<file path="src/stcg_cfg.svh">
`ifndef STCG_CFG_SVH
`define STCG_CFG_SVH
// clock period in ns
`define STCG_CLK_NS 20
// low-time filter threshold, in us
`define STCG_FILT_US 2000
// filter count in cycles, low must exceed this
`define STCG_FILT_CYC ((`STCG_FILT_US * 1000) / `STCG_CLK_NS)
// input-open alarm time, in ms (taken on 1 ms ticks)
`define STCG_OPEN_MS 10000
// 1 ms tick divider length in cycles
`define STCG_MS_CYC (1000000 / `STCG_CLK_NS)
// diagnostic test interval, in us (below 20 ms)
`define STCG_DIAG_US 10000
`define STCG_DIAG_CYC ((`STCG_DIAG_US * 1000) / `STCG_CLK_NS)
// self-test pulse width in cycles
`define STCG_TEST_CYC 4
`endif

</file>
<file path="src/stcg_pkg.sv">
package stcg_pkg;
   typedef enum logic [1:0] {
      STCG_RUN = 2'b00,
      STCG_SAFE = 2'b01,
      STCG_FAULT = 2'b10
   } stcg_mode_e;
   typedef logic [21:0] stcg_cnt_t;
endpackage : stcg_pkg

</file>
<file path="src/safe_torque_cutoff_gate.sv">
`timescale 1ns/100ps
`include "stcg_cfg.svh"
module safe_torque_cutoff_gate
   import stcg_pkg::*;
#(
   parameter int PWM_W = 6,
   parameter int FILT_CYC = `STCG_FILT_CYC,
   parameter int MS_CYC = `STCG_MS_CYC,
   parameter int OPEN_MS = `STCG_OPEN_MS,
   parameter int DIAG_CYC = `STCG_DIAG_CYC
) (
   input wire logic ref_clk,
   input wire logic nrst,
   input wire logic torque_permit_in_a,
   input wire logic torque_permit_in_b,
   input wire logic [PWM_W-1:0] pwmIn,
   input wire logic [PWM_W-1:0] pwmReadback,
   input wire logic servoOn,
   output logic [PWM_W-1:0] pwmOut,
   output logic external_monitor_out,
   output logic safe_state_indication,
   output logic servoReady,
   output logic input_open_alarm,
   output logic cutoff_circuit_fault_alarm,
   output logic testPulse
);
   localparam int TEST_CYC = `STCG_TEST_CYC;

   typedef struct packed {
      stcg_mode_e mode;
      logic [PWM_W-1:0] pwm;
      logic monitor;
      logic safeInd;
      logic ready;
      logic openAlarm;
      logic faultAlarm;
      logic testPulse;
      stcg_cnt_t msDiv;
      logic [15:0] openMs;
      stcg_cnt_t diagCnt;
      logic [3:0] testCnt;
   } stcg_top_s;
   stcg_top_s st;
   stcg_top_s next_st;

   logic permitA;
   logic permitB;
   logic bothOk;
   logic anyOpen;
   logic msTick;
   logic testFail;

   // readback is synchronous to the pwm stage, so no synchroniser
   function automatic logic [PWM_W-1:0] gatePwm(input logic en,
      input logic [PWM_W-1:0] p);
      gatePwm = en ? p : '0;
   endfunction : gatePwm

   // two independent filtered channels
   stcg_filter #(.FILT_CYC(FILT_CYC)) chanA (
      .ref_clk(ref_clk),
      .nrst(nrst),
      .pinIn(torque_permit_in_a),
      .permit(permitA)
   );
   stcg_filter #(.FILT_CYC(FILT_CYC)) chanB (
      .ref_clk(ref_clk),
      .nrst(nrst),
      .pinIn(torque_permit_in_b),
      .permit(permitB)
   );

   // either channel alone can block the gate
   assign bothOk = permitA & permitB;
   assign anyOpen = ~permitA | ~permitB;
   assign msTick = (st.msDiv == stcg_cnt_t'(MS_CYC - 1));
   // during a test pulse the gate is closed, so any live readback
   // means the cutoff path is stuck on
   assign testFail = st.testPulse && (pwmReadback != '0);

   always_comb begin
      next_st = st;
      next_st.msDiv = msTick ? '0 : st.msDiv + stcg_cnt_t'(1);
      // open-time counter in ms, saturates at the alarm point
      if (!anyOpen) begin
         next_st.openMs = '0;
      end else if (msTick && st.openMs <= 16'(OPEN_MS)) begin
         next_st.openMs = st.openMs + 16'd1;
      end
      // set needs a live open input, so a restored input never raises it
      if (anyOpen && st.openMs > 16'(OPEN_MS)) begin
         next_st.openAlarm = 1'b1;
      end else if (!anyOpen) begin
         next_st.openAlarm = 1'b0;
      end
      // periodic cutoff self-test, well under 20 ms apart
      next_st.testPulse = 1'b0;
      if (st.testCnt != '0) begin
         next_st.testCnt = st.testCnt - 4'd1;
         next_st.testPulse = 1'b1;
      end else if (st.diagCnt >= stcg_cnt_t'(DIAG_CYC - 1)) begin
         next_st.diagCnt = '0;
         next_st.testCnt = 4'(TEST_CYC);
      end else begin
         next_st.diagCnt = st.diagCnt + stcg_cnt_t'(1);
      end
      if (testFail) begin
         next_st.faultAlarm = 1'b1;
      end
      unique case (st.mode)
         STCG_RUN: begin
            if (!bothOk) begin
               next_st.mode = STCG_SAFE;
            end
         end
         STCG_SAFE: begin
            if (bothOk) begin
               next_st.mode = STCG_RUN;
            end
         end
         STCG_FAULT: begin
            next_st.mode = STCG_FAULT;
         end
         default: begin
            next_st.mode = STCG_FAULT;
         end
      endcase
      // a fault latches until reset; only a restart clears it
      if (testFail || st.faultAlarm) begin
         next_st.mode = STCG_FAULT;
      end
      // gate uses the live permits too, so a drop blocks next edge
      next_st.pwm = gatePwm(next_st.mode == STCG_RUN && bothOk &&
         !next_st.testPulse, pwmIn);
      next_st.safeInd = (next_st.mode != STCG_RUN);
      next_st.monitor = ~permitA & ~permitB & !st.faultAlarm;
      next_st.ready = (next_st.mode == STCG_RUN) && !servoOn;
   end

   always_ff @(posedge ref_clk) begin
      if (!nrst) begin
         st <= '0;
         st.mode <= STCG_SAFE;
         st.safeInd <= 1'b1;
      end else begin
         st <= next_st;
      end
   end

   assign pwmOut = st.pwm;
   assign external_monitor_out = st.monitor;
   assign safe_state_indication = st.safeInd;
   assign servoReady = st.ready;
   assign input_open_alarm = st.openAlarm;
   assign cutoff_circuit_fault_alarm = st.faultAlarm;
   assign testPulse = st.testPulse;
endmodule : safe_torque_cutoff_gate

</file>
<file path="src/stcg_filter.sv">
`timescale 1ns/100ps
`include "stcg_cfg.svh"
// one channel: 3-flop sync, agree check, continuous-low filter
module stcg_filter
   import stcg_pkg::*;
#(
   parameter int FILT_CYC = `STCG_FILT_CYC
) (
   input wire logic ref_clk,
   input wire logic nrst,
   input wire logic pinIn,
   output logic permit
);
   typedef struct packed {
      logic [2:0] sync;
      logic level;
      stcg_cnt_t lowCnt;
      logic permit;
   } stcg_flt_s;
   stcg_flt_s st;
   stcg_flt_s next_st;

   // sync[0] feeds only sync[1]; level moves when sync[1] and sync[2] agree
   always_comb begin
      next_st = st;
      next_st.sync = {st.sync[1:0], pinIn};
      if (st.sync[2] == st.sync[1]) begin
         next_st.level = st.sync[2];
      end
      if (st.level) begin
         next_st.lowCnt = '0;
         next_st.permit = 1'b1;
      end else if (st.lowCnt > stcg_cnt_t'(FILT_CYC)) begin
         next_st.permit = 1'b0;
      end else begin
         next_st.lowCnt = st.lowCnt + stcg_cnt_t'(1);
      end
   end

   // reset starts blocked, so torque waits for a confirmed high
   always_ff @(posedge ref_clk) begin
      if (!nrst) begin
         st <= '0;
      end else begin
         st <= next_st;
      end
   end
   assign permit = st.permit;
endmodule : stcg_filter

</file>
<file path="config.mk">
export PLATFORM = sky130hd
export DESIGN_NAME = safe_torque_cutoff_gate
export DESIGN_NICKNAME = d
export VERILOG_FILES = /design/src/stcg_pkg.sv /design/src/safe_torque_cutoff_gate.sv /design/src/stcg_filter.sv
export VERILOG_INCLUDE_DIRS = /design/src
export SDC_FILE = /design/constraint.sdc
export NUM_CORES = 1
export LEC_CHECK = 0
export ABC_AREA = 1
export BUFFER_PORTS_ARGS = -buffer_cell sky130_fd_sc_hd__buf_4
export CORE_MARGIN = 1.5
export CORE_UTILIZATION = 60
export CTS_CLUSTER_DIAMETER = 100
export CTS_CLUSTER_SIZE = 30
export DETAILED_ROUTE_END_ITERATION = 8
export GPL_TIMING_DRIVEN = 0
export PLACE_DENSITY = 0.78
export SETUP_SLACK_MARGIN = 0.4
export SLEW_MARGIN = 15
export SYNTH_ARGS = -nofsm -noshare
export SYNTH_HDL_FRONTEND = slang
export SYNTH_SLANG_ARGS = --single-unit
export TNS_END_PERCENT = 30
</file>
<file path="constraint.sdc">
create_clock -name ref_clk -period 4.54 [get_ports ref_clk]
set_input_delay 0.908 -clock ref_clk [delete_from_list [all_inputs] [get_ports ref_clk]]
set_output_delay 0.908 -clock ref_clk [all_outputs]
set_load 0.01 [all_outputs]
</file>
---- Word level (Yosys, flattened, before mapping) ----
Index checks and enable logic that the tools add are counted.
word-level totals
  register bits after elaboration ......... 132
  input bits .............................. 17
  output and inout bits ................... 12
  word-level logic and storage cells ...... 80
operators by class
  add/sub/neg operators ................... 6
  magnitude comparators ................... 5
  equal/unequal tests ..................... 5
  multiplexer cells ....................... 14
  bitwise logic cells ..................... 7
  reduce and logical (&&, ||, !) cells .... 23
operators by type and width
  operator               number
  $add 22x1->22 const B  4
  $gt 22x17->1 const B   2
  $eq 22x16->1 const B   1
  $ge 22x19->1 const B   1
  $mux 22                1
  $add 16x1->16 const B  1
  $gt 16x14->1 const B   1
  $le 16x14->1 const B   1
  $mux 4                 2
  $reduce_bool 2->1      4
  $mux 1                 7
  $logic_and 1x1->1      6
  $mux 2                 3
  $reduce_bool 6->1      1
  $reduce_or 2->1        3
  $logic_not 2->1        2
  $pmux 2 s2             1
  $reduce_and 2->1       2
  $reduce_bool 4->1      1
  $sub 4x1->4 const B    1
  $and 1x1->1            3
  $logic_not 1->1        3
  $not 1->1              3
  $eq 1x1->1             2
  other kinds (4)        4

---- Longest topological paths before layout ----
  depth after elaboration ................. 8
  depth in mapped cells ................... 11
  mapped depth without buffers ............ 10

---- By module ----
A second synthesis with hierarchy kept.
second synthesis, totals
  cells, all modules ...................... 997
  area, all modules ....................... 7,159.4 um2
by module, submodules not included
  module                   times used  cells an instance  area an instance (um2)  sequential area each (um2)
  safe_torque_cutoff_gate  1           569                4,113.9                 1,541.5
  stcg_filter              2           214                1,522.7                 540.5

---- Least setup slack after synthesis ----
OpenSTA, ideal clock, no wires.
  path kind ............................... input to register
  from .................................... input nrst
  to ...................................... register st[32] (netlist name)
  arrival ................................. 1,691 ps
  setup slack ............................. 2,778 ps
  cell stages on the path ................. 5
  path through ............................ clkinv_1 -> nor2_1 -> clkinv_1 -> clkbuf_1 -> a21oi_1
on the way
  word-level cells in the longest chain between the ends .. 1
RTL lines
  item                        RTL line                        text
  start: declaration          safe_torque_cutoff_gate.sv:13   input wire logic nrst,
  $reduce_and 2->1 (no line)  --
  end signal: assignment      safe_torque_cutoff_gate.sv:146  st <= next_st;
  end: declaration            safe_torque_cutoff_gate.sv:43   stcg_top_s st;
No other way between the ends.
A chain may end at the register's enable or synchronous reset.

---- Final worst setup path ----
  from .................................... register st (netlist bit pwmOut[5])
  to ...................................... output pwmOut[5]
RTL lines
  item              RTL line                       text
  end: declaration  safe_torque_cutoff_gate.sv:19  output logic [PWM_W-1:0] pwmOut,
No word-level cell between the ends.

==> run summary <==
* finished clean — result of the run
* 0 — # Post-CTS Setup Buffers
* 66.2% — relative slew slack
* 15.4% — layout overhead on the synthesized area
* 11.9 um — drt wl/cell
* 0 — GRT Residual Overflow
* 9760 um — hpwl dp
* 6025 — routed vias
* 3630 ps — data required time at the worst endpoint
* 61.4% — Initial Utilization
* 5.15 — routed vias/inst
* 232 x sky130_fd_sc_hd__nand2_1, 140 x sky130_fd_sc_hd__nor2_1, 131 x sky130_fd_sc_hd__dfxtp_1 — synth cell count leaders
* 530 ps — clock insertion delay at the later pin of the skew report
* 0 — CTS Hold Buffers Added
* 970 — number of standard cells after synthesis
* yes — CTS tree
* 28 — count of buffers from port buffering
* 43.8% — share of the cycle needed by the critical path after routing
* 995 — nets in the synthesized netlist
* 0 — final hold violation count
* 108 um — Vert. Die Dim
* 13900 um — post-detailed-routing wire length
* sky130_fd_sc_hd__dfxtp_1 — ys flop type
* 131 — Synth Register Bits
* 386 nW/um2 — power density relative to cell area
* 4 — number of H-tree levels
* 0 — final number of setup-violating endpoints
* no — setup repair after global routing missed its margin
* 5336 — via count of the first global-routing pass
* 3400 um2 — area occupied by multi-input gates
* 1 — worst-path fanout max
* 17 — number of buffers inserted during clock tree synthesis
* 10800 um2 — Core Box Area
* 0.925 — final weighted congestion in routability-driven placement
* 0 — n_diodes
* output port — Crit. End Element
* sky130_fd_sc_hd__dfxtp_1 — cell taking the most area after synthesis
* 906 — fill count
* chanB.next_st[25] — startpoint of the most critical hold path
* 0 — remaining design rule violation count
* st[42] — critical register-to-register path startpoint
* 131 — number of clock sinks
* 0 — number of pins with negative max-slew slack in the final report
* 25.0% — Total GRT Usage
* flip-flop to flip-flop — HP Class
* 7640 um2 — final design area excluding fillers
* 23400 um — global-route wire length before repair
* 38 — number of standard-cell rows in the floorplan
* 1042 — number of nets in the layout
* 35.6% — Synth Area in Simple Gates
* pwmOut[5] — critical path launch point
* flip-flop to output port — Worst Setup Path Type
* 7010 um2 — placement-stage cell area
* 0 — number of synthesized flops with an enable pin
* 108 um — Die X
* 39.6% — register area share after synthesis
* 2620 um2 — Storage cell area
* 0 — antenna-violating nets left
* sky130_fd_sc_hd__dfxtp_1 40%, sky130_fd_sc_hd__nand2_1 13%, sky130_fd_sc_hd__nor2_1 7.9% — synth top area cells
* 0 — antenna violations before repair
* 0.000257 V — Max VDD drop
* 2.95 mW — power after layout
* 6620 um2 — netlist area before placement
* 281 — DRC violation total after the first TritonRoute iteration
* 0 — maximum capacitance violations
* 2.92 nW — leakage power summed over all cells
* 0 ps — Total Negative Setup Slacks
* 503 MHz — maximum achievable frequency
* 9.81% — ratio of cells with drive above 1 in the final layout
* 31 — library cells used by synthesis
* 2 — largest buffer count on any clock path
* 1.51% — adder and majority gate portion of the synthesized area
* 1990 ps — clock period minus worst slack
* 0 — post-cts gate resize count
* 7.39% — area fraction in compound gates after synthesis
* 2680 ps — setup slack of the most critical reg-to-reg path
* 11700 um2 — area of the die
* 507 ps — Worst Tran Pin Value
* 6.74% — xor-xnor portion of the synthesized cell area
* 1080 ps — arrival time at the worst endpoint
* 10.5 ps — worst setup skew after layout
* 17 — pin count of the biggest net entering global routing
* 29 — boundary pin count
* 0 — Yosys Warn Count
* 0% — multiplexer area fraction after synthesis
* flip-flop — sort of element at the start of the critical path
* sky130_fd_sc_hd__nand2_1 — cell with the most instances after synthesis
* 6.83 um2 — average size of a mapped cell
* simple AND/OR/NAND/NOR gates — dominant combinational cell family by area after synthesis
* 39.6% — area share of the leading cell type in the synthesized netlist
* 5 — DR pass1 iterations
* 0% — proportion of synthesized flip-flops having asynchronous set or reset
* 60 ps — clock-pin slew of the registers on the worst-case setup and hold paths
* sky130_fd_sc_hd__clkbuf_8 — clock root buffer
-- where the power goes --
group / switching (mW) / internal (mW)
Clock: 0.502 / 0.940
Sequential: 0.0297 / 1.19
Combinational: 0.200 / 0.0866
-- cells by family (layout without fill, tap and decap cells) --
| logic type | after synthesis | count (layout) |
|---|---|---|
| XOR/XNOR | 51 | 51 |
| flip-flops | 131 | 131 |
| AND/OR/NAND/NOR | 538 | 538 |
| buffers and inverters | 145 | 205 |
| adder cells (fa/ha/maj) | 8 | 8 |
| AO/OA/AOI/OAI | 97 | 97 |
-- layout make-up --
cell class / instances / share of cell area [%]
Buffer: 30 / 2.26
Clock buffer: 21 / 6.01
Clock inverter: 11 / 2.28
Inverter: 115 / 5.65
Multi-Input combinational cell: 694 / 44.4
Sequential cell: 131 / 34.3
Tap cell: 140 / 2.29
Timing Repair Buffer: 28 / 2.75
-- routing by layer --
metal | global-route usage, % | up-vias | share of wire, % | wire length, um
met5 | 0 | - | 0 | 0
met4 | 10.6 | 0 | 1.8 | 255
met2 | 41.6 | 107 | 47 | 6580
li1 | - | 3180 | - | -
met3 | 4.28 | 25 | 3.4 | 467
met1 | 32.0 | 2713 | 47 | 6570
-- state kept, by name, indices dropped and copies added, names as in the netlist, 2 cells and up --
register / cells
pwmOut: 6
chanA.st: 24
chanA.next_st: 2
chanB.st: 24
st: 65
chanB.next_st: 2
-- path summary, 6_finish.rpt --
path / to / cells past startpoint
max reg2reg: st[34] / 11
min reg2reg: chanB.next_st[26] / 2
max: pwmOut[5] / 2
min: chanB.next_st[26] / 2
-- through the flow --
step	cells	util (%)	setup slack [ps]	hold WS [ps]
2_1_floorplan	970	-	2780	390
3_3_place_gp	1138	64.9	2190	398
3_5_place_dp	1138	64.9	2190	416
4_1_cts	1170	70.8	2520	431
5_1_grt	1170	70.8	2510	445
6_report	1170	70.8	2550	425
-- cell usage in the layout (no fill, tap or decap) --
cell,count
sky130_fd_sc_hd__inv_8,1
sky130_fd_sc_hd__ha_1,8
sky130_fd_sc_hd__clkbuf_16,16
sky130_fd_sc_hd__nand3_2,2
sky130_fd_sc_hd__o21ai_2,1
sky130_fd_sc_hd__nand2_1,232
sky130_fd_sc_hd__inv_6,1
sky130_fd_sc_hd__nor2_4,2
sky130_fd_sc_hd__clkinvlp_4,2
sky130_fd_sc_hd__nor3_1,21
sky130_fd_sc_hd__nand4_1,18
sky130_fd_sc_hd__clkinv_4,1
sky130_fd_sc_hd__clkbuf_1,12
sky130_fd_sc_hd__nand3b_1,2
sky130_fd_sc_hd__dfxtp_1,131
sky130_fd_sc_hd__clkinv_2,2
sky130_fd_sc_hd__nand2_4,1
sky130_fd_sc_hd__xnor2_1,10
sky130_fd_sc_hd__o21ai_0,23
sky130_fd_sc_hd__inv_1,105
sky130_fd_sc_hd__nand4_2,1
sky130_fd_sc_hd__nor3b_1,7
sky130_fd_sc_hd__nand2_2,4
sky130_fd_sc_hd__buf_2,9
sky130_fd_sc_hd__buf_4,35
sky130_fd_sc_hd__nor3_2,3
sky130_fd_sc_hd__xor2_1,41
sky130_fd_sc_hd__clkbuf_8,4
sky130_fd_sc_hd__nor2_8,1
sky130_fd_sc_hd__nor4_1,4
sky130_fd_sc_hd__o21ai_1,5
sky130_fd_sc_hd__inv_2,7
sky130_fd_sc_hd__buf_6,3
sky130_fd_sc_hd__a21oi_1,68
sky130_fd_sc_hd__nand3_4,1
sky130_fd_sc_hd__clkinv_1,3
sky130_fd_sc_hd__bufinv_16,4
sky130_fd_sc_hd__nor2_1,140
sky130_fd_sc_hd__nand3_1,99
-- critical path, cell delays in order, from the launching register on --
cell	delay (ps)
sky130_fd_sc_hd__dfxtp_1	300
sky130_fd_sc_hd__buf_4	120
sky130_fd_sc_hd__buf_4	130
No activity file was read; power rests on OpenSTA's default activity.
